<file path="src/hdl/ea_prim_pkg.sv">
// Constants shared by the effective-address primitive handler and its bench models
package ea_prim_pkg;
    // APB register offsets
    localparam int APB_ADDR_W = 8;
    localparam logic [APB_ADDR_W-1:0] OFF_CTRL = 8'h00;
    localparam logic [APB_ADDR_W-1:0] OFF_PRIM = 8'h04;
    localparam logic [APB_ADDR_W-1:0] OFF_OPWORD = 8'h08;
    localparam logic [APB_ADDR_W-1:0] OFF_SCAN = 8'h0C;
    localparam logic [APB_ADDR_W-1:0] OFF_INSTADDR = 8'h10;
    localparam logic [APB_ADDR_W-1:0] OFF_STATUS = 8'h14;
    localparam logic [APB_ADDR_W-1:0] OFF_EA = 8'h18;
    localparam logic [APB_ADDR_W-1:0] OFF_IRQ_STAT = 8'h1C;
    localparam logic [APB_ADDR_W-1:0] OFF_IRQ_MASK = 8'h20;
    localparam logic [APB_ADDR_W-1:0] OFF_REG_INDEX = 8'h24;
    localparam logic [APB_ADDR_W-1:0] OFF_REG_DATA = 8'h28;
    // Control and status fields
    localparam int CTRL_START_BIT = 0;
    localparam int CTRL_COND_BIT = 1;
    localparam int STAT_BUSY_BIT = 0;
    localparam int STAT_RES_LSB = 1;
    localparam int STAT_REPEAT_BIT = 3;
    localparam int IRQ_DONE_BIT = 0;
    localparam int IRQ_PROTO_BIT = 1;
    localparam int IRQ_FLINE_BIT = 2;
    localparam int IRQ_W = 3;
    localparam logic [IRQ_W-1:0] IRQ_MASK_RESET = 3'h0;
    localparam logic [31:0] WORD_RESET = 32'h0000_0000;
    // Result codes
    localparam logic [1:0] RES_OK = 2'h0;
    localparam logic [1:0] RES_PROTO = 2'h1;
    localparam logic [1:0] RES_FLINE = 2'h2;
    // Primitive word fields
    localparam int PRIM_REPEAT_BIT = 15;
    localparam int PRIM_PASS_BIT = 14;
    localparam int PRIM_DIR_BIT = 13;
    localparam logic [13:0] EA_XFER_CODE = 14'h0A00;
    localparam logic [1:0] DATA_XFER_ID = 2'h2;
    localparam logic [15:0] ABORT_MASK = 16'h0001;
    // Allowed address categories
    localparam logic [2:0] CAT_CTRL_ALT = 3'h0;
    localparam logic [2:0] CAT_DATA_ALT = 3'h1;
    localparam logic [2:0] CAT_MEM_ALT = 3'h2;
    localparam logic [2:0] CAT_ALT = 3'h3;
    localparam logic [2:0] CAT_CTRL = 3'h4;
    localparam logic [2:0] CAT_DATA = 3'h5;
    localparam logic [2:0] CAT_MEM = 3'h6;
    localparam logic [2:0] CAT_ANY = 3'h7;
    localparam logic [2:0] STACK_REG = 3'h7;
    // Access port spaces
    localparam logic [2:0] SP_MEM = 3'h0;
    localparam logic [2:0] SP_ISTREAM = 3'h1;
    localparam logic [2:0] SP_OPERAND = 3'h2;
    localparam logic [2:0] SP_OPADDR = 3'h3;
    localparam logic [2:0] SP_CONTROL = 3'h4;
    localparam logic [2:0] SP_INSTADDR = 3'h5;
endpackage : ea_prim_pkg

</file>
<file path="src/hdl/rf_if.sv">
// Port bundle between the handler and its processor register file
`timescale 1ns/100ps
interface rf_if;
    logic [3:0] rd_addr;
    logic [31:0] rd_data;
    logic we;
    logic [3:0] wr_addr;
    logic [31:0] wr_data;
    modport owner (output rd_addr, we, wr_addr, wr_data, input rd_data);
    modport store (input rd_addr, we, wr_addr, wr_data, output rd_data);
endinterface : rf_if
</file>
<file path="src/hdl/coproc_ea_primitive_handler.sv">
// Evaluate-address primitives: address hand-over and address-based data transfer
//
// Notes on behaviour
// - Address hand-over primitive only in general category; conditional gives protocol violation.
// - Hand-over word: bit15 repeat, bit14 pass counter, bits 11 and 9 set.
// - Extension words fetched at scan pointer, pointer advancing two per word.
// - Computed 32-bit address written to operand address interface register.
// - Hand-over needs control-alterable mode, else write 0001 to control, emulation trap.
// - Data transfer primitive only in general category; conditional gives protocol violation.
// - Category field 000..111 selects control-alterable through unrestricted classes.
// - Mode outside requested category: abort mask to control, emulation trap.
// - Write requested to unalterable address gives protocol violation.
// - Register direct accepts lengths one, two or four only.
// - Memory modes accept any length zero through 255.
// - Immediate: length one or even, toward coprocessor only.
// - Compute address, then move bytes using long words wherever possible.
// - Direction flag zero sends to coprocessor, one receives from it.
// - Predecrement lowers register first; byte on stack register lowers by two.
// - Postincrement raises register after; byte on stack register raises by two.
// - Every issue recomputes address and consumes fresh extension words.
// - Byte or word into address register is sign-extended.
// - Byte or word into data register replaces only low part.
`timescale 1ns/100ps
module coproc_ea_primitive_handler
    import ea_prim_pkg::*;
(
    input wire logic clk_i,                      // Clock, 100 MHz
    input wire logic rstn_i,                     // Asynchronous reset, active low
    input wire logic psel_i,                     // APB select
    input wire logic penable_i,                  // APB enable
    input wire logic pwrite_i,                   // APB direction
    input wire logic [APB_ADDR_W-1:0] paddr_i,   // APB byte address
    input wire logic [31:0] pwdata_i,            // APB write data
    output logic [31:0] prdata_o,                // APB read data
    output logic pready_o,                       // APB ready
    output logic pslverr_o,                      // APB error
    output logic acc_req_o,                      // Access request
    output logic acc_we_o,                       // Access is a write
    output logic [2:0] acc_space_o,              // Memory, stream or interface register
    output logic [31:0] acc_addr_o,              // Access address
    output logic [2:0] acc_size_o,               // Byte count 1..4
    output logic [31:0] acc_wdata_o,             // Write data, low bytes
    input wire logic acc_ack_i,                  // Access done
    input wire logic [31:0] acc_rdata_i,         // Read data with ack
    output logic irq_o                           // Interrupt, level
);
    typedef enum logic [3:0] {S_IDLE, S_PASS_ADDR, S_CHECK, S_EXT, S_BASE, S_INDEX, S_CALC,
        S_OPADDR, S_ABORT, S_XRD, S_XWR, S_POST, S_END} state_type;

    state_type state, next_state;
    logic [15:0] prim;
    logic cond;
    logic [2:0] mode, ea_reg;
    logic [31:0] scan, instaddr, ea, base, ext_addr, xdata;
    logic [15:0] ext_hi, ext_lo;
    logic [1:0] ext_cnt, result;
    logic [7:0] rem;
    logic [IRQ_W-1:0] irq_stat, irq_mask, next_irq_stat, irq_set;
    logic [3:0] reg_index;
    rf_if rf ();

    cpu_reg_file #(.DEPTH(16)) u_regs (.clk_i(clk_i), .port(rf.store));

    // Membership of the current mode in an allowed address category
    function automatic logic cat_ok(input logic [2:0] cat, input logic [2:0] m,
                                    input logic [2:0] r);
        logic valid, is_dn, is_an, is_rel, is_imm, data, memory, control, alter;
        valid = (m != 3'h7) || (r <= 3'h4);
        is_dn = (m == 3'h0);
        is_an = (m == 3'h1);
        is_rel = (m == 3'h7) && ((r == 3'h2) || (r == 3'h3));
        is_imm = (m == 3'h7) && (r == 3'h4);
        data = valid && !is_an;
        memory = valid && !is_dn && !is_an;
        control = (m == 3'h2) || (m == 3'h5) || (m == 3'h6) || (valid && m == 3'h7 && !is_imm);
        alter = valid && !is_rel && !is_imm;
        case (cat)
            CAT_CTRL_ALT: cat_ok = control && alter;
            CAT_DATA_ALT: cat_ok = data && alter;
            CAT_MEM_ALT: cat_ok = memory && alter;
            CAT_ALT: cat_ok = alter;
            CAT_CTRL: cat_ok = control;
            CAT_DATA: cat_ok = data;
            CAT_MEM: cat_ok = memory;
            default: cat_ok = valid;
        endcase
    endfunction : cat_ok

    // Primitive and mode decode
    logic idle, recv, is_ea, is_data, reg_direct, imm, acc_done;
    logic [7:0] len;
    logic [1:0] ext_need;
    logic [2:0] part, rd_size;
    logic [31:0] step, d16, d8, idx_val, scaled, base_sel, ea_calc, merged;
    assign idle = (state == S_IDLE);
    assign recv = prim[PRIM_DIR_BIT];
    assign is_ea = (prim[13:0] == EA_XFER_CODE);
    assign is_data = (prim[12:11] == DATA_XFER_ID);
    assign len = prim[7:0];
    assign reg_direct = (mode == 3'h0) || (mode == 3'h1);
    assign imm = (mode == 3'h7) && (ea_reg == 3'h4);
    assign ext_need = ((mode == 3'h7) && (ea_reg == 3'h1)) ? 2'h2 :
        ((mode == 3'h5) || (mode == 3'h6) || ((mode == 3'h7) && (ea_reg != 3'h1)
        && (ea_reg < 3'h4))) ? 2'h1 : 2'h0;
    assign step = ((len == 8'h01) && (ea_reg == STACK_REG)) ? 32'h0000_0002 :
        {24'h00_0000, len};
    assign part = (rem >= 8'h04) ? 3'h4 : rem[2:0];
    assign rd_size = (imm && !recv && (rem == 8'h01)) ? 3'h2 : part;
    assign acc_done = acc_req_o && acc_ack_i;

    // Address arithmetic
    assign d16 = {{16{ext_lo[15]}}, ext_lo};
    assign d8 = {{24{ext_lo[7]}}, ext_lo[7:0]};
    assign idx_val = ext_lo[11] ? rf.rd_data : {{16{rf.rd_data[15]}}, rf.rd_data[15:0]};
    assign scaled = idx_val << ext_lo[10:9];
    assign base_sel = (mode == 3'h7) ? ext_addr : base;
    assign ea_calc = (mode == 3'h4) ? base - step :
        ((mode == 3'h2) || (mode == 3'h3)) ? base :
        ((mode == 3'h5) || ((mode == 3'h7) && (ea_reg == 3'h2))) ? base_sel + d16 :
        ((mode == 3'h6) || ((mode == 3'h7) && (ea_reg == 3'h3))) ? base_sel + d8 + scaled :
        ((mode == 3'h7) && (ea_reg == 3'h1)) ? {ext_hi, ext_lo} : d16;
    assign merged = (mode == 3'h1) ? ((len == 8'h01) ? {{24{xdata[7]}}, xdata[7:0]} :
        (len == 8'h02) ? {{16{xdata[15]}}, xdata[15:0]} : xdata) :
        (len == 8'h01) ? {rf.rd_data[31:8], xdata[7:0]} :
        (len == 8'h02) ? {rf.rd_data[31:16], xdata[15:0]} : xdata;

    // APB decode; writes take effect on the edge that completes the access
    logic apb_commit, apb_wr, hit_reg_data, unmapped, apb_err, start;
    logic [31:0] apb_rd;
    assign apb_commit = psel_i && penable_i && pready_o;
    assign apb_wr = apb_commit && pwrite_i && !pslverr_o;
    assign hit_reg_data = (paddr_i == OFF_REG_DATA);
    assign unmapped = (paddr_i > OFF_REG_DATA) || (paddr_i[1:0] != 2'h0);
    assign apb_err = unmapped || (hit_reg_data && !idle);
    assign start = apb_wr && idle && (paddr_i == OFF_CTRL) && pwdata_i[CTRL_START_BIT];
    assign apb_rd = (paddr_i == OFF_CTRL) ? {30'h0, cond, 1'b0} :
        (paddr_i == OFF_PRIM) ? {16'h0000, prim} :
        (paddr_i == OFF_OPWORD) ? {26'h000_0000, mode, ea_reg} :
        (paddr_i == OFF_SCAN) ? scan :
        (paddr_i == OFF_INSTADDR) ? instaddr :
        (paddr_i == OFF_STATUS) ? {28'h000_0000, prim[PRIM_REPEAT_BIT], result, !idle} :
        (paddr_i == OFF_EA) ? ea :
        (paddr_i == OFF_IRQ_STAT) ? {29'h0000_0000, irq_stat} :
        (paddr_i == OFF_IRQ_MASK) ? {29'h0000_0000, irq_mask} :
        (paddr_i == OFF_REG_INDEX) ? {28'h000_0000, reg_index} :
        (hit_reg_data && idle) ? rf.rd_data : WORD_RESET;

    // Register file port: software while idle, the sequencer otherwise
    logic fsm_we;
    assign fsm_we = ((state == S_CALC) && (mode == 3'h4)) || ((state == S_POST) && (mode == 3'h3))
        || ((state == S_XWR) && reg_direct && recv);
    assign rf.rd_addr = idle ? reg_index : (state == S_BASE) ? {1'b1, ea_reg} :
        (state == S_INDEX) ? ext_lo[15:12] : {mode[0], ea_reg};
    assign rf.we = fsm_we || (idle && apb_wr && hit_reg_data);
    assign rf.wr_addr = idle ? reg_index : (state == S_XWR) ? {mode[0], ea_reg} : {1'b1, ea_reg};
    assign rf.wr_data = idle ? pwdata_i : (state == S_CALC) ? ea_calc :
        (state == S_POST) ? base + step : merged;

    // Access port request fields
    logic want_acc, next_we;
    logic [2:0] next_space, next_size;
    logic [31:0] next_addr, next_wdata;
    assign want_acc = (state == S_PASS_ADDR) || (state == S_OPADDR) || (state == S_ABORT) ||
        ((state == S_EXT) && (ext_cnt != 2'h0)) ||
        ((state == S_XRD) && (rem != 8'h00) && !(reg_direct && !recv)) ||
        ((state == S_XWR) && !(reg_direct && recv));
    assign next_space = (state == S_PASS_ADDR) ? SP_INSTADDR :
        (state == S_OPADDR) ? SP_OPADDR : (state == S_ABORT) ? SP_CONTROL :
        (state == S_EXT) ? SP_ISTREAM :
        (state == S_XRD) ? (recv ? SP_OPERAND : imm ? SP_ISTREAM : SP_MEM) :
        (recv ? SP_MEM : SP_OPERAND);
    assign next_we = (state != S_EXT) && (state != S_XRD);
    assign next_addr = ((state == S_EXT) || ((state == S_XRD) && imm)) ? scan : ea;
    assign next_size = (state == S_EXT) ? 3'h2 : (state == S_ABORT) ? 3'h2 :
        (state == S_XRD) ? rd_size : (state == S_XWR) ? part : 3'h4;
    assign next_wdata = (state == S_PASS_ADDR) ? instaddr : (state == S_OPADDR) ? ea :
        (state == S_ABORT) ? {16'h0000, ABORT_MASK} : xdata;

    // Sequencer
    always_comb
    begin
        next_state = state;
        case (state)
            S_IDLE: if (start) next_state = prim[PRIM_PASS_BIT] ? S_PASS_ADDR : S_CHECK;
            S_PASS_ADDR: if (acc_done) next_state = S_CHECK;
            S_CHECK:
            begin
                if ((!is_ea && !is_data) || cond) next_state = S_END;
                else if (is_ea) next_state = cat_ok(CAT_CTRL_ALT, mode, ea_reg) ? S_EXT : S_ABORT;
                else if (!cat_ok(prim[10:8], mode, ea_reg)) next_state = S_ABORT;
                else if (recv && !cat_ok(CAT_ALT, mode, ea_reg)) next_state = S_END;
                else if (reg_direct && (len != 8'h01) && (len != 8'h02) && (len != 8'h04))
                    next_state = S_END;
                else if (imm && (recv || ((len != 8'h01) && len[0]))) next_state = S_END;
                else if (reg_direct || imm) next_state = S_XRD;
                else next_state = S_EXT;
            end
            S_EXT: if (ext_cnt == 2'h0) next_state = S_BASE;
            S_BASE: next_state = S_INDEX;
            S_INDEX: next_state = S_CALC;
            S_CALC: next_state = is_ea ? S_OPADDR : S_XRD;
            S_OPADDR: if (acc_done) next_state = S_END;
            S_ABORT: if (acc_done) next_state = S_END;
            S_XRD:
            begin
                if (rem == 8'h00) next_state = S_POST;
                else if ((reg_direct && !recv) || acc_done) next_state = S_XWR;
            end
            S_XWR: if ((reg_direct && recv) || acc_done) next_state = S_XRD;
            S_POST: next_state = S_END;
            default: next_state = S_IDLE;
        endcase
    end

    always_ff @(posedge clk_i or negedge rstn_i)
    begin
        if (!rstn_i) state <= S_IDLE;
        else state <= next_state;
    end

    // Outcome of the checks
    always_ff @(posedge clk_i or negedge rstn_i)
    begin
        if (!rstn_i) result <= RES_OK;
        else if (state == S_CHECK && next_state == S_END) result <= RES_PROTO;
        else if (state == S_CHECK && next_state == S_ABORT) result <= RES_FLINE;
        else if (state == S_CHECK) result <= RES_OK;
    end

    // Software-written operands, held while a primitive runs
    always_ff @(posedge clk_i or negedge rstn_i)
    begin
        if (!rstn_i)
        begin
            prim <= 16'h0000;
            cond <= 1'b0;
            mode <= 3'h0;
            ea_reg <= 3'h0;
            instaddr <= WORD_RESET;
            reg_index <= 4'h0;
        end
        else if (apb_wr && idle)
        begin
            if (paddr_i == OFF_PRIM) prim <= pwdata_i[15:0];
            if (paddr_i == OFF_CTRL) cond <= pwdata_i[CTRL_COND_BIT];
            if (paddr_i == OFF_OPWORD) {mode, ea_reg} <= pwdata_i[5:0];
            if (paddr_i == OFF_INSTADDR) instaddr <= pwdata_i;
            if (paddr_i == OFF_REG_INDEX) reg_index <= pwdata_i[3:0];
        end
    end

    // Scan pointer and extension words; a fresh set is consumed on every issue
    always_ff @(posedge clk_i or negedge rstn_i)
    begin
        if (!rstn_i)
        begin
            scan <= WORD_RESET;
            ext_cnt <= 2'h0;
            ext_hi <= 16'h0000;
            ext_lo <= 16'h0000;
            ext_addr <= WORD_RESET;
        end
        else if (apb_wr && idle && (paddr_i == OFF_SCAN)) scan <= pwdata_i;
        else if (state == S_CHECK)
        begin
            ext_cnt <= ext_need;
            ext_addr <= scan;
        end
        else if (state == S_EXT && acc_done)
        begin
            scan <= scan + 32'h0000_0002;
            ext_cnt <= ext_cnt - 2'h1;
            ext_hi <= ext_lo;
            ext_lo <= acc_rdata_i[15:0];
        end
        else if (state == S_XRD && acc_done && imm && !recv)
            scan <= scan + {29'h0000_0000, rd_size};
    end

    // Address, transfer data and remaining byte count
    always_ff @(posedge clk_i or negedge rstn_i)
    begin
        if (!rstn_i)
        begin
            ea <= WORD_RESET;
            base <= WORD_RESET;
            xdata <= WORD_RESET;
            rem <= 8'h00;
        end
        else
        begin
            if (state == S_CHECK) rem <= len;
            if (state == S_INDEX) base <= rf.rd_data;
            if (state == S_CALC) ea <= ea_calc;
            if (state == S_XRD && reg_direct && !recv) xdata <= rf.rd_data;
            else if (state == S_XRD && acc_done) xdata <= acc_rdata_i;
            if (state == S_XWR && next_state == S_XRD)
            begin
                ea <= ea + {29'h0000_0000, part};
                rem <= rem - {5'h00, part};
            end
        end
    end

    // Access port: request held until acknowledged
    always_ff @(posedge clk_i or negedge rstn_i)
    begin
        if (!rstn_i)
        begin
            acc_req_o <= 1'b0;
            acc_we_o <= 1'b0;
            acc_space_o <= SP_MEM;
            acc_addr_o <= WORD_RESET;
            acc_size_o <= 3'h0;
            acc_wdata_o <= WORD_RESET;
        end
        else if (acc_done) acc_req_o <= 1'b0;
        else if (want_acc && !acc_req_o)
        begin
            acc_req_o <= 1'b1;
            acc_we_o <= next_we;
            acc_space_o <= next_space;
            acc_addr_o <= next_addr;
            acc_size_o <= next_size;
            acc_wdata_o <= next_wdata;
        end
    end

    // Interrupts: a completion event wins over a same-cycle clear
    assign irq_set = (state == S_END) ? {result == RES_FLINE, result == RES_PROTO, 1'b1} : 3'h0;
    assign next_irq_stat = irq_set |
        (irq_stat & ~((apb_wr && paddr_i == OFF_IRQ_STAT) ? pwdata_i[IRQ_W-1:0] : 3'h0));

    always_ff @(posedge clk_i or negedge rstn_i)
    begin
        if (!rstn_i)
        begin
            irq_stat <= 3'h0;
            irq_mask <= IRQ_MASK_RESET;
            irq_o <= 1'b0;
        end
        else
        begin
            irq_stat <= next_irq_stat;
            if (apb_wr && paddr_i == OFF_IRQ_MASK) irq_mask <= pwdata_i[IRQ_W-1:0];
            irq_o <= |(next_irq_stat & ((apb_wr && paddr_i == OFF_IRQ_MASK) ?
                pwdata_i[IRQ_W-1:0] : irq_mask));
        end
    end

    // APB answer: one wait state, ready for a single cycle
    always_ff @(posedge clk_i or negedge rstn_i)
    begin
        if (!rstn_i)
        begin
            pready_o <= 1'b0;
            pslverr_o <= 1'b0;
            prdata_o <= WORD_RESET;
        end
        else
        begin
            pready_o <= psel_i && penable_i && !pready_o;
            pslverr_o <= psel_i && penable_i && !pready_o && apb_err;
            if (psel_i && penable_i && !pready_o)
                prdata_o <= (pwrite_i || apb_err) ? WORD_RESET : apb_rd;
        end
    end
endmodule : coproc_ea_primitive_handler

</file>
<file path="src/hdl/cpu_reg_file.sv">
// Data and address register file, registered read port
`timescale 1ns/100ps
module cpu_reg_file
#(
    parameter int DEPTH = 16
)
(
    input wire logic clk_i, // Clock
    rf_if.store port        // Read and write port
);
    logic [31:0] mem [DEPTH];

    // Contents are not reset; software loads them before use
    always_ff @(posedge clk_i)
    begin
        if (port.we)
        begin
            mem[port.wr_addr] <= port.wr_data;
        end
        port.rd_data <= mem[port.rd_addr];
    end
endmodule : cpu_reg_file

</file>
<file path="config.mk">
export PLATFORM = sky130hd
export DESIGN_NAME = coproc_ea_primitive_handler
export DESIGN_NICKNAME = d
export VERILOG_FILES = /design/src/hdl/ea_prim_pkg.sv /design/src/hdl/rf_if.sv /design/src/hdl/coproc_ea_primitive_handler.sv /design/src/hdl/cpu_reg_file.sv
export SDC_FILE = /design/constraint.sdc
export NUM_CORES = 2
export LEC_CHECK = 0
export BUFFER_PORTS_ARGS = -buffer_cell sky130_fd_sc_hd__buf_2
export CAP_MARGIN = 20
export CORE_ASPECT_RATIO = 0.5
export CORE_MARGIN = 4
export CORE_UTILIZATION = 28
export DETAILED_ROUTE_END_ITERATION = 10
export PLACE_DENSITY = 0.48
export SKIP_CTS_REPAIR_TIMING = 1
export SLEW_MARGIN = 15
export SYNTH_ARGS = -nofsm -noshare
export SYNTH_HDL_FRONTEND = slang
export SYNTH_HIERARCHICAL = 1
export SYNTH_SLANG_ARGS = --single-unit
</file>
<file path="constraint.sdc">
create_clock -name clk_i -period 5.85 [get_ports clk_i]
set_input_delay 0.585 -clock clk_i [delete_from_list [all_inputs] [get_ports clk_i]]
set_output_delay 0.585 -clock clk_i [all_outputs]
set_load 0.01 [all_outputs]
</file>
# Word-level counts from Yosys, hierarchy flattened

Memory sizes are Yosys's and may differ from the RTL's. A register that Yosys moved wholly into a read port is not among the register bits.
Cells that the tools add are included.

Shift-type cells: 1
Bitwise gates (word level): 7
$lt $le $gt $ge: 4
$add $sub $neg: 10
Equality and inequality tests: 58
Reductions and logical operators: 135
Mux-type cells: 104

Operator list:

| kind                  | count |
|---|---|
| $mux 32               | 39 |
| $add 32x32->32        | 3 |
| $mux 4                | 21 |
| $logic_and 1x1->1     | 65 |
| $add 32x3->32         | 2 |
| $pmux 4 s11           | 1 |
| $mux 3                | 12 |
| $add 32x2->32 const B | 1 |
| $add 32x8->32         | 1 |
| $eq 4x4->1 const B    | 8 |
| $eq 8x5->1 const B    | 4 |
| $shl 32x2->32         | 1 |
| $sub 32x8->32         | 1 |
| $logic_or 1x1->1      | 28 |
| $eq 3x3->1 const B    | 9 |
| $eq 8x6->1 const B    | 3 |
| $mux 8                | 3 |
| $mux 2                | 11 |
| $eq 3x2->1 const B    | 6 |
| $reduce_and 2->1      | 9 |
| $eq 4x3->1 const B    | 4 |
| $eq 8x1->1 const B    | 2 |
| $eq 8x4->1 const B    | 2 |
| $logic_not 8->1       | 2 |
| other kinds (38)      | 81 |

Memories kept: 1
Register bits: 380
Word-level logic and storage cells: 349
Input port bits: 78
Output and inout bits: 107
RAM bits: 512

Memory list:

| name       | depth | bits a word | rd ports | clocked after Yosys merged registers in | write ports | line               | RTL |
|---|---|---|---|---|---|---|---|
| u_regs.mem | 16    | 32          | 1        | 1                                       | 1           | cpu_reg_file.sv:11 | `logic [31:0] mem [DEPTH];` |

# Depth between registers and ports, before layout

Depth after elaboration: 26
Mapped depth: 19
Depth with buffers taken out: 17

# Cells and area by module

Netlist, hierarchy kept.

Modules (own cells, without submodules):

| module                      | seq. area each (sq um) | instances | area an instance (sq um) | cells an instance |
|---|---|---|---|---|
| coproc_ea_primitive_handler | 9509.1                 | 1         | 28153.3                  | 3528 |
| cpu_reg_file                | 16015.4                | 1         | 19835.3                  | 838 |

# Least setup slack after synthesis

OpenSTA, ideal clock, no wires.

Kind: reg-to-reg
Start: register ext_lo[9]
End: memory u_regs.mem[0][27] (data pin)
Path buffers: 3
Path slack: 0.284 ns
Data required time: 5.548 ns
Arrival time: 5.264 ns
Library setup time: 0.302 ns
Period minus slack after synthesis: 5.566 ns
Stages on the path, launching flop included: 19
Path through: dfrtp_1 -> buf_1 -> buf_1 -> clkbuf_1 -> mux2i_1 -> nor2_1 -> fa_1 -> ha_1 -> inv_1 -> fa_1 -> nand2b_1 -> a21oi_1 -> o21a_1 -> a2111oi_2 -> o211a_1 -> a211oi_1 -> a31oi_1 -> a2111o_1 -> a31oi_1

Word-level cells in the longest chain between the ends: 8
Elaborated cells between the ends (all ways): 9
Classes of those cells: 2 x add/sub; 1 x shift; 6 x mux

Ends and longest elaborated chain:

| item                     | line                               | RTL |
|---|---|---|
| start: declaration       | coproc_ea_primitive_handler.sv:55  | `logic [15:0] ext_hi, ext_lo;` |
| start signal: assignment | coproc_ea_primitive_handler.sv:274 | `ext_lo <= acc_rdata_i[15:0];` |
| $shl 32x2->32            | coproc_ea_primitive_handler.sv:115 | `assign scaled = idx_val << ext_lo[10:9];` |
| $add 32x32->32           | coproc_ea_primitive_handler.sv:120 | `((mode == 3'h6) \|\| ((mode == 3'h7) && (ea_reg == 3'h3))) ? base_sel + d8 + scaled :` |
| $mux 32                  | coproc_ea_primitive_handler.sv:120 |  |
| $mux 32 *                | coproc_ea_primitive_handler.sv:119 | `((mode == 3'h5) \|\| ((mode == 3'h7) && (ea_reg == 3'h2))) ? base_sel + d16 :` |
| $mux 32 *                | coproc_ea_primitive_handler.sv:118 | `((mode == 3'h2) \|\| (mode == 3'h3)) ? base :` |
| $mux 32 *                | coproc_ea_primitive_handler.sv:117 | `assign ea_calc = (mode == 3'h4) ? base - step :` |
| $mux 32 * (2 in series)  | coproc_ea_primitive_handler.sv:156 | `assign rf.wr_data = idle ? pwdata_i : (state == S_CALC) ? ea_calc :` |
| named net rf.wr_data[27] | rf_if.sv:8                         | `logic [31:0] wr_data;` |
| end: declaration         | cpu_reg_file.sv:11                 |  |

The timed path passes the listed nets; every way through them passes the cells marked *.

# Worst setup path in the final report

Start: register mode[2]
End: memory u_regs.mem[2][27] (data pin)

Word-level cells in the longest chain between the ends: 10
Elaborated cells between the ends (all ways): 26
Classes of those cells: 3 x add/sub; 7 x eq/ne; 10 x mux; 6 x reduce/logical

Ends and longest elaborated chain:

| item                         | line                               | RTL |
|---|---|---|
| start: declaration           | coproc_ea_primitive_handler.sv:53  | `logic [2:0] mode, ea_reg;` |
| start signal: assignment     | coproc_ea_primitive_handler.sv:246 | `if (paddr_i == OFF_OPWORD) {mode, ea_reg} <= pwdata_i[5:0];` |
| $eq 3x3->1                   | -                                  |  |
| $mux 32                      | coproc_ea_primitive_handler.sv:116 | `assign base_sel = (mode == 3'h7) ? ext_addr : base;` |
| $add 32x32->32 (2 in series) | coproc_ea_primitive_handler.sv:120 |  |
| $mux 32                      | coproc_ea_primitive_handler.sv:120 |  |
| $mux 32                      | coproc_ea_primitive_handler.sv:119 |  |
| $mux 32                      | coproc_ea_primitive_handler.sv:118 |  |
| $mux 32                      | coproc_ea_primitive_handler.sv:117 |  |
| $mux 32 * (2 in series)      | coproc_ea_primitive_handler.sv:156 |  |
| named net rf.wr_data[27]     | rf_if.sv:8                         |  |

Marked as above.

==> impl_metrics.csv <==
group,metric,value,unit
placement,hpwl,136,mm
placement,post_dp_cell_area,0.0523,mm2
power_and_ir_drop,vdd_drop_max,0.000313,V
critical_path,critPathLaunchType,"flip-flop",
global_route,grt_max_degree,143,
drt,wl_per_cell,27.8,um
die,coreArea,0.170,mm2
critical_path,timing.rr.start,"mode[2]$_DFFE_PN0P_",
sta,max_slew_margin,0.251,
critical_path,critPathKind,"flip-flop to flip-flop",
synthesis,syn_area,0.0480,mm2
critical_path,reg2reg_depth,16,
finish,drive_above_1_share,0.180,
clock_tree,clkTransAtPathRegs,0.07,ns
critical_path,arrival,5.98,ns
clock_tree,cts_tree,"yes",
sta,period_minus_slack,5.43,ns
sta,grt_setup_unrepaired,"false",
clock_tree,cts_sinks,924,
critical_path,cp_cell_sequence,"nand3_1, buf_4, nand2_1, nand2_1, fa_1, ha_1, a21o_1, or3_1, o21a_1, a2111oi_2, o21ai_0, a211oi_1, a31oi_1, a2111o_1, a31oi_1, buf_4",
synthesis,ys_types,88,
critical_path,cp_max_fo,30,
global_route,grt_pass1_vias,36800,
sta,finalSetupViolCount,0,
status,status,"finished, final reports clean",
finish,instances_no_fill,6880,
worst_hold_path,hp-start,"acc_ack_i",
placement,placed_cells,6701,
sta,slew_violations,0,
synthesis,yosys.area.top_type,"edfxtp_1",
drt,drt_iter0_drc,4242,
drt,drc_errors,0,
sta,final.setup_skew,0.0469,ns
finish,final_area,0.0555,mm2
global_route,gr-usage-met2,0.335,
synthesis,synthFlopType,"edfxtp_1",
worst_hold_path,whs_path_depth,2,
critical_path,slowest_stage,"a2111oi_2",
global_route,use_met1,0.287,
clock_tree,clockRootBuffer,"clkbuf_16",
synthesis,netlist_instances,4366,
clock_tree,cts_buffers,93,
critical_path,worstSetupEndpointType,"flip-flop",
worst_hold_path,whs_endpoint,"acc_req_o$_DFFE_PN0P_",
sta,tightest_slew,1.12,ns
global_route,grt_antenna_before_repair,11,
drt,antenna_left,0,
synthesis,syn-num-nets,4567,
global_route,grt_util_all_layers,0.208,
flow_run,maxCapViolCount,0,
synthesis,synth_seq_cells,924,
clock_tree,insertion_delay,0.73,ns
placement,place_congestion,0.966,
synthesis,ys_async_sr_fraction,0.411,
drt,detail_route.wirelength,192,mm
power_and_ir_drop,p_leak,0.0211,uW
die,die_area,0.178,mm2
placement,place_ws,0.489,ns
synthesis,synth-edff-count,512,
global_route,grt-ovfl-total,0,
finish,syn_to_final_growth,15.6,%
synthesis,synthDominantCellAreaShare,0.320,
sta,timing.final.crit_share,0.928,
placement,numPortBuffers,184,
global_route,globalRouteMet3Util,0.0312,
clock_tree,cts_buffer_depth,3,
sta,max_freq,184,MHz
finish,largest_register_ff_count,512,
die,die_x,593,um
synthesis,synth_area_per_cell,11.0,um2
critical_path,required,6.40,ns
global_route,grt_pass1_wl,273,mm
die,num_io_pins,185,
die,rows,107,
power_and_ir_drop,power.density,543,mW/mm2
critical_path,r2r_slack,0.42,ns
sta,tns,0,ns
clock_tree,cts_htree_levels,3,
critical_path,slowest_delay,0.60,ns
synthesis,ys_warn_count,6,
sta,hold_viol,0,
die,start_util,0.282,
drt,firstDrtPassIters,9,
drt,via_per_inst,5.56,
sta,fin_hold_ws,0.122,ns
drt,vias,38300,
die,chipHeight,301,um
worst_hold_path,min_path_type,"primary input to flip-flop",
finish,fillCellCount,17300,
finish,num-nets-final,4709,
synthesis,synthTopCellsByArea,"edfxtp_1, dfrtp_1, mux4_2",
critical_path,r2r_end,"u_regs/mem[2][27]$_DFFE_PP_",
sta,setup_ws,0.419,ns
global_route,busiest_layer,"met2",
synthesis,synth_seq_area_share,0.532,
-- through the flow --
step	total power [uW]	utilization
after floorplan	18400	-
after global routing	31900	0.326
after CTS	30100	0.326
after detailed placement	23800	0.307
after global placement	23700	0.307
final	30100	0.326
-- how the worst max path moves through the flow --
stage,cells after the start,to,start
global route,16,u_regs/mem[3][22]$_DFFE_PP_,mode[2]$_DFFE_PN0P_
finish,16,u_regs/mem[2][27]$_DFFE_PP_,mode[2]$_DFFE_PN0P_
floorplan,18,u_regs/mem[0][27]$_DFFE_PP_,ext_lo[9]$_DFFE_PN0P_
detailed placement,15,u_regs/mem[3][18]$_DFFE_PP_,mode[2]$_DFFE_PN0P_
global placement,15,u_regs/mem[6][24]$_DFFE_PP_,mode[2]$_DFFE_PN0P_
CTS,15,u_regs/mem[3][18]$_DFFE_PP_,mode[2]$_DFFE_PN0P_
-- placed cells by master, fill, tap and decap left out, drive strengths merged, types with 94 or more instances in the layout --
cell,instances
a21oi,316
a22oi,108
buf,359
clkbuf,121
dfrtp,380
edfxtp,512
mux2,94
mux4,140
nand2,702
nand3,104
nor2,292
o21ai,298
-- report_power, final --
part | total [uW] | switching, uW | internal [uW]
clock network | 6240 | 2780 | 3460
logic | 14000 | 9160 | 4880
registers | 9880 | 1370 | 8510
total | 30100 | 13300 | 16800
-- metal layers --
metal,up-vias,routed length (um)
met3,326,12300
met4,4,7320
met5,-,27
met2,1600,88500
met1,19800,83300
li1,16600,-
-- Yosys cell counts (14+ instances only) --
| cell | count |
|---|---|
| a211oi_1 | 33 |
| a21o_1 | 38 |
| a21oi_1 | 316 |
| a222oi_1 | 29 |
| a22o_1 | 19 |
| a22oi_1 | 108 |
| a31oi_1 | 50 |
| and2_1 | 19 |
| and3_1 | 38 |
| buf_1 | 38 |
| buf_2 | 23 |
| clkbuf_1 | 238 |
| dfrtp_1 | 380 |
| dfxtp_1 | 32 |
| edfxtp_1 | 512 |
| fa_1 | 37 |
| ha_1 | 86 |
| inv_1 | 68 |
| mux2_2 | 94 |
| mux2i_1 | 78 |
| mux4_2 | 140 |
| nand2_1 | 702 |
| nand2b_1 | 29 |
| nand3_1 | 104 |
| nand4_1 | 29 |
| nor2_1 | 292 |
| nor2b_1 | 15 |
| nor3_1 | 67 |
| nor4_1 | 16 |
| o211ai_1 | 49 |
| o21a_1 | 21 |
| o21ai_0 | 295 |
| o22ai_1 | 57 |
| or2_2 | 14 |
| xnor2_1 | 63 |
| xor2_1 | 26 |
-- layout make-up --
cell class / count / area [um2] / share of cell area
diodes: 3 / 7.51 / 0.000135
clock buffers: 121 / 2500 / 0.0451
clock inverters: 54 / 646 / 0.0116
inverters: 68 / 255 / 0.00460
multi-input cells: 3061 / 21200 / 0.383
flip-flops and latches: 924 / 25500 / 0.460
well taps: 2289 / 2860 / 0.0516
repair buffers: 360 / 2430 / 0.0438
-- worst max-delay path: cells and delay by family (launching register included) --
kind,cells,cell delay [ns]
AOI/OAI and AO/OA,8,2.67
and+or+nand+nor,4,0.72
buffers and inverters,2,0.60
DFF,1,0.46
adders and majority gates,2,0.81
-- cells by family (layout without fill, tap and decap cells) --
| family | count (synthesis) | after routing | share of synthesized area |
|---|---|---|---|
| simple gates | 1387 | 1387 | 0.127 |
| compound gates | 1149 | 1149 | 0.151 |
| flops | 924 | 924 | 0.532 |
| buf+inv | 381 | 603 | 0.0316 |
| mux | 312 | 312 | 0.104 |
| fa+ha+maj | 123 | 123 | 0.0379 |
| xor+xnor | 89 | 89 | 0.0162 |
| other cells | 1 | 4 | 0.0000781 |
No activity file was read; power rests on OpenSTA's default activity.
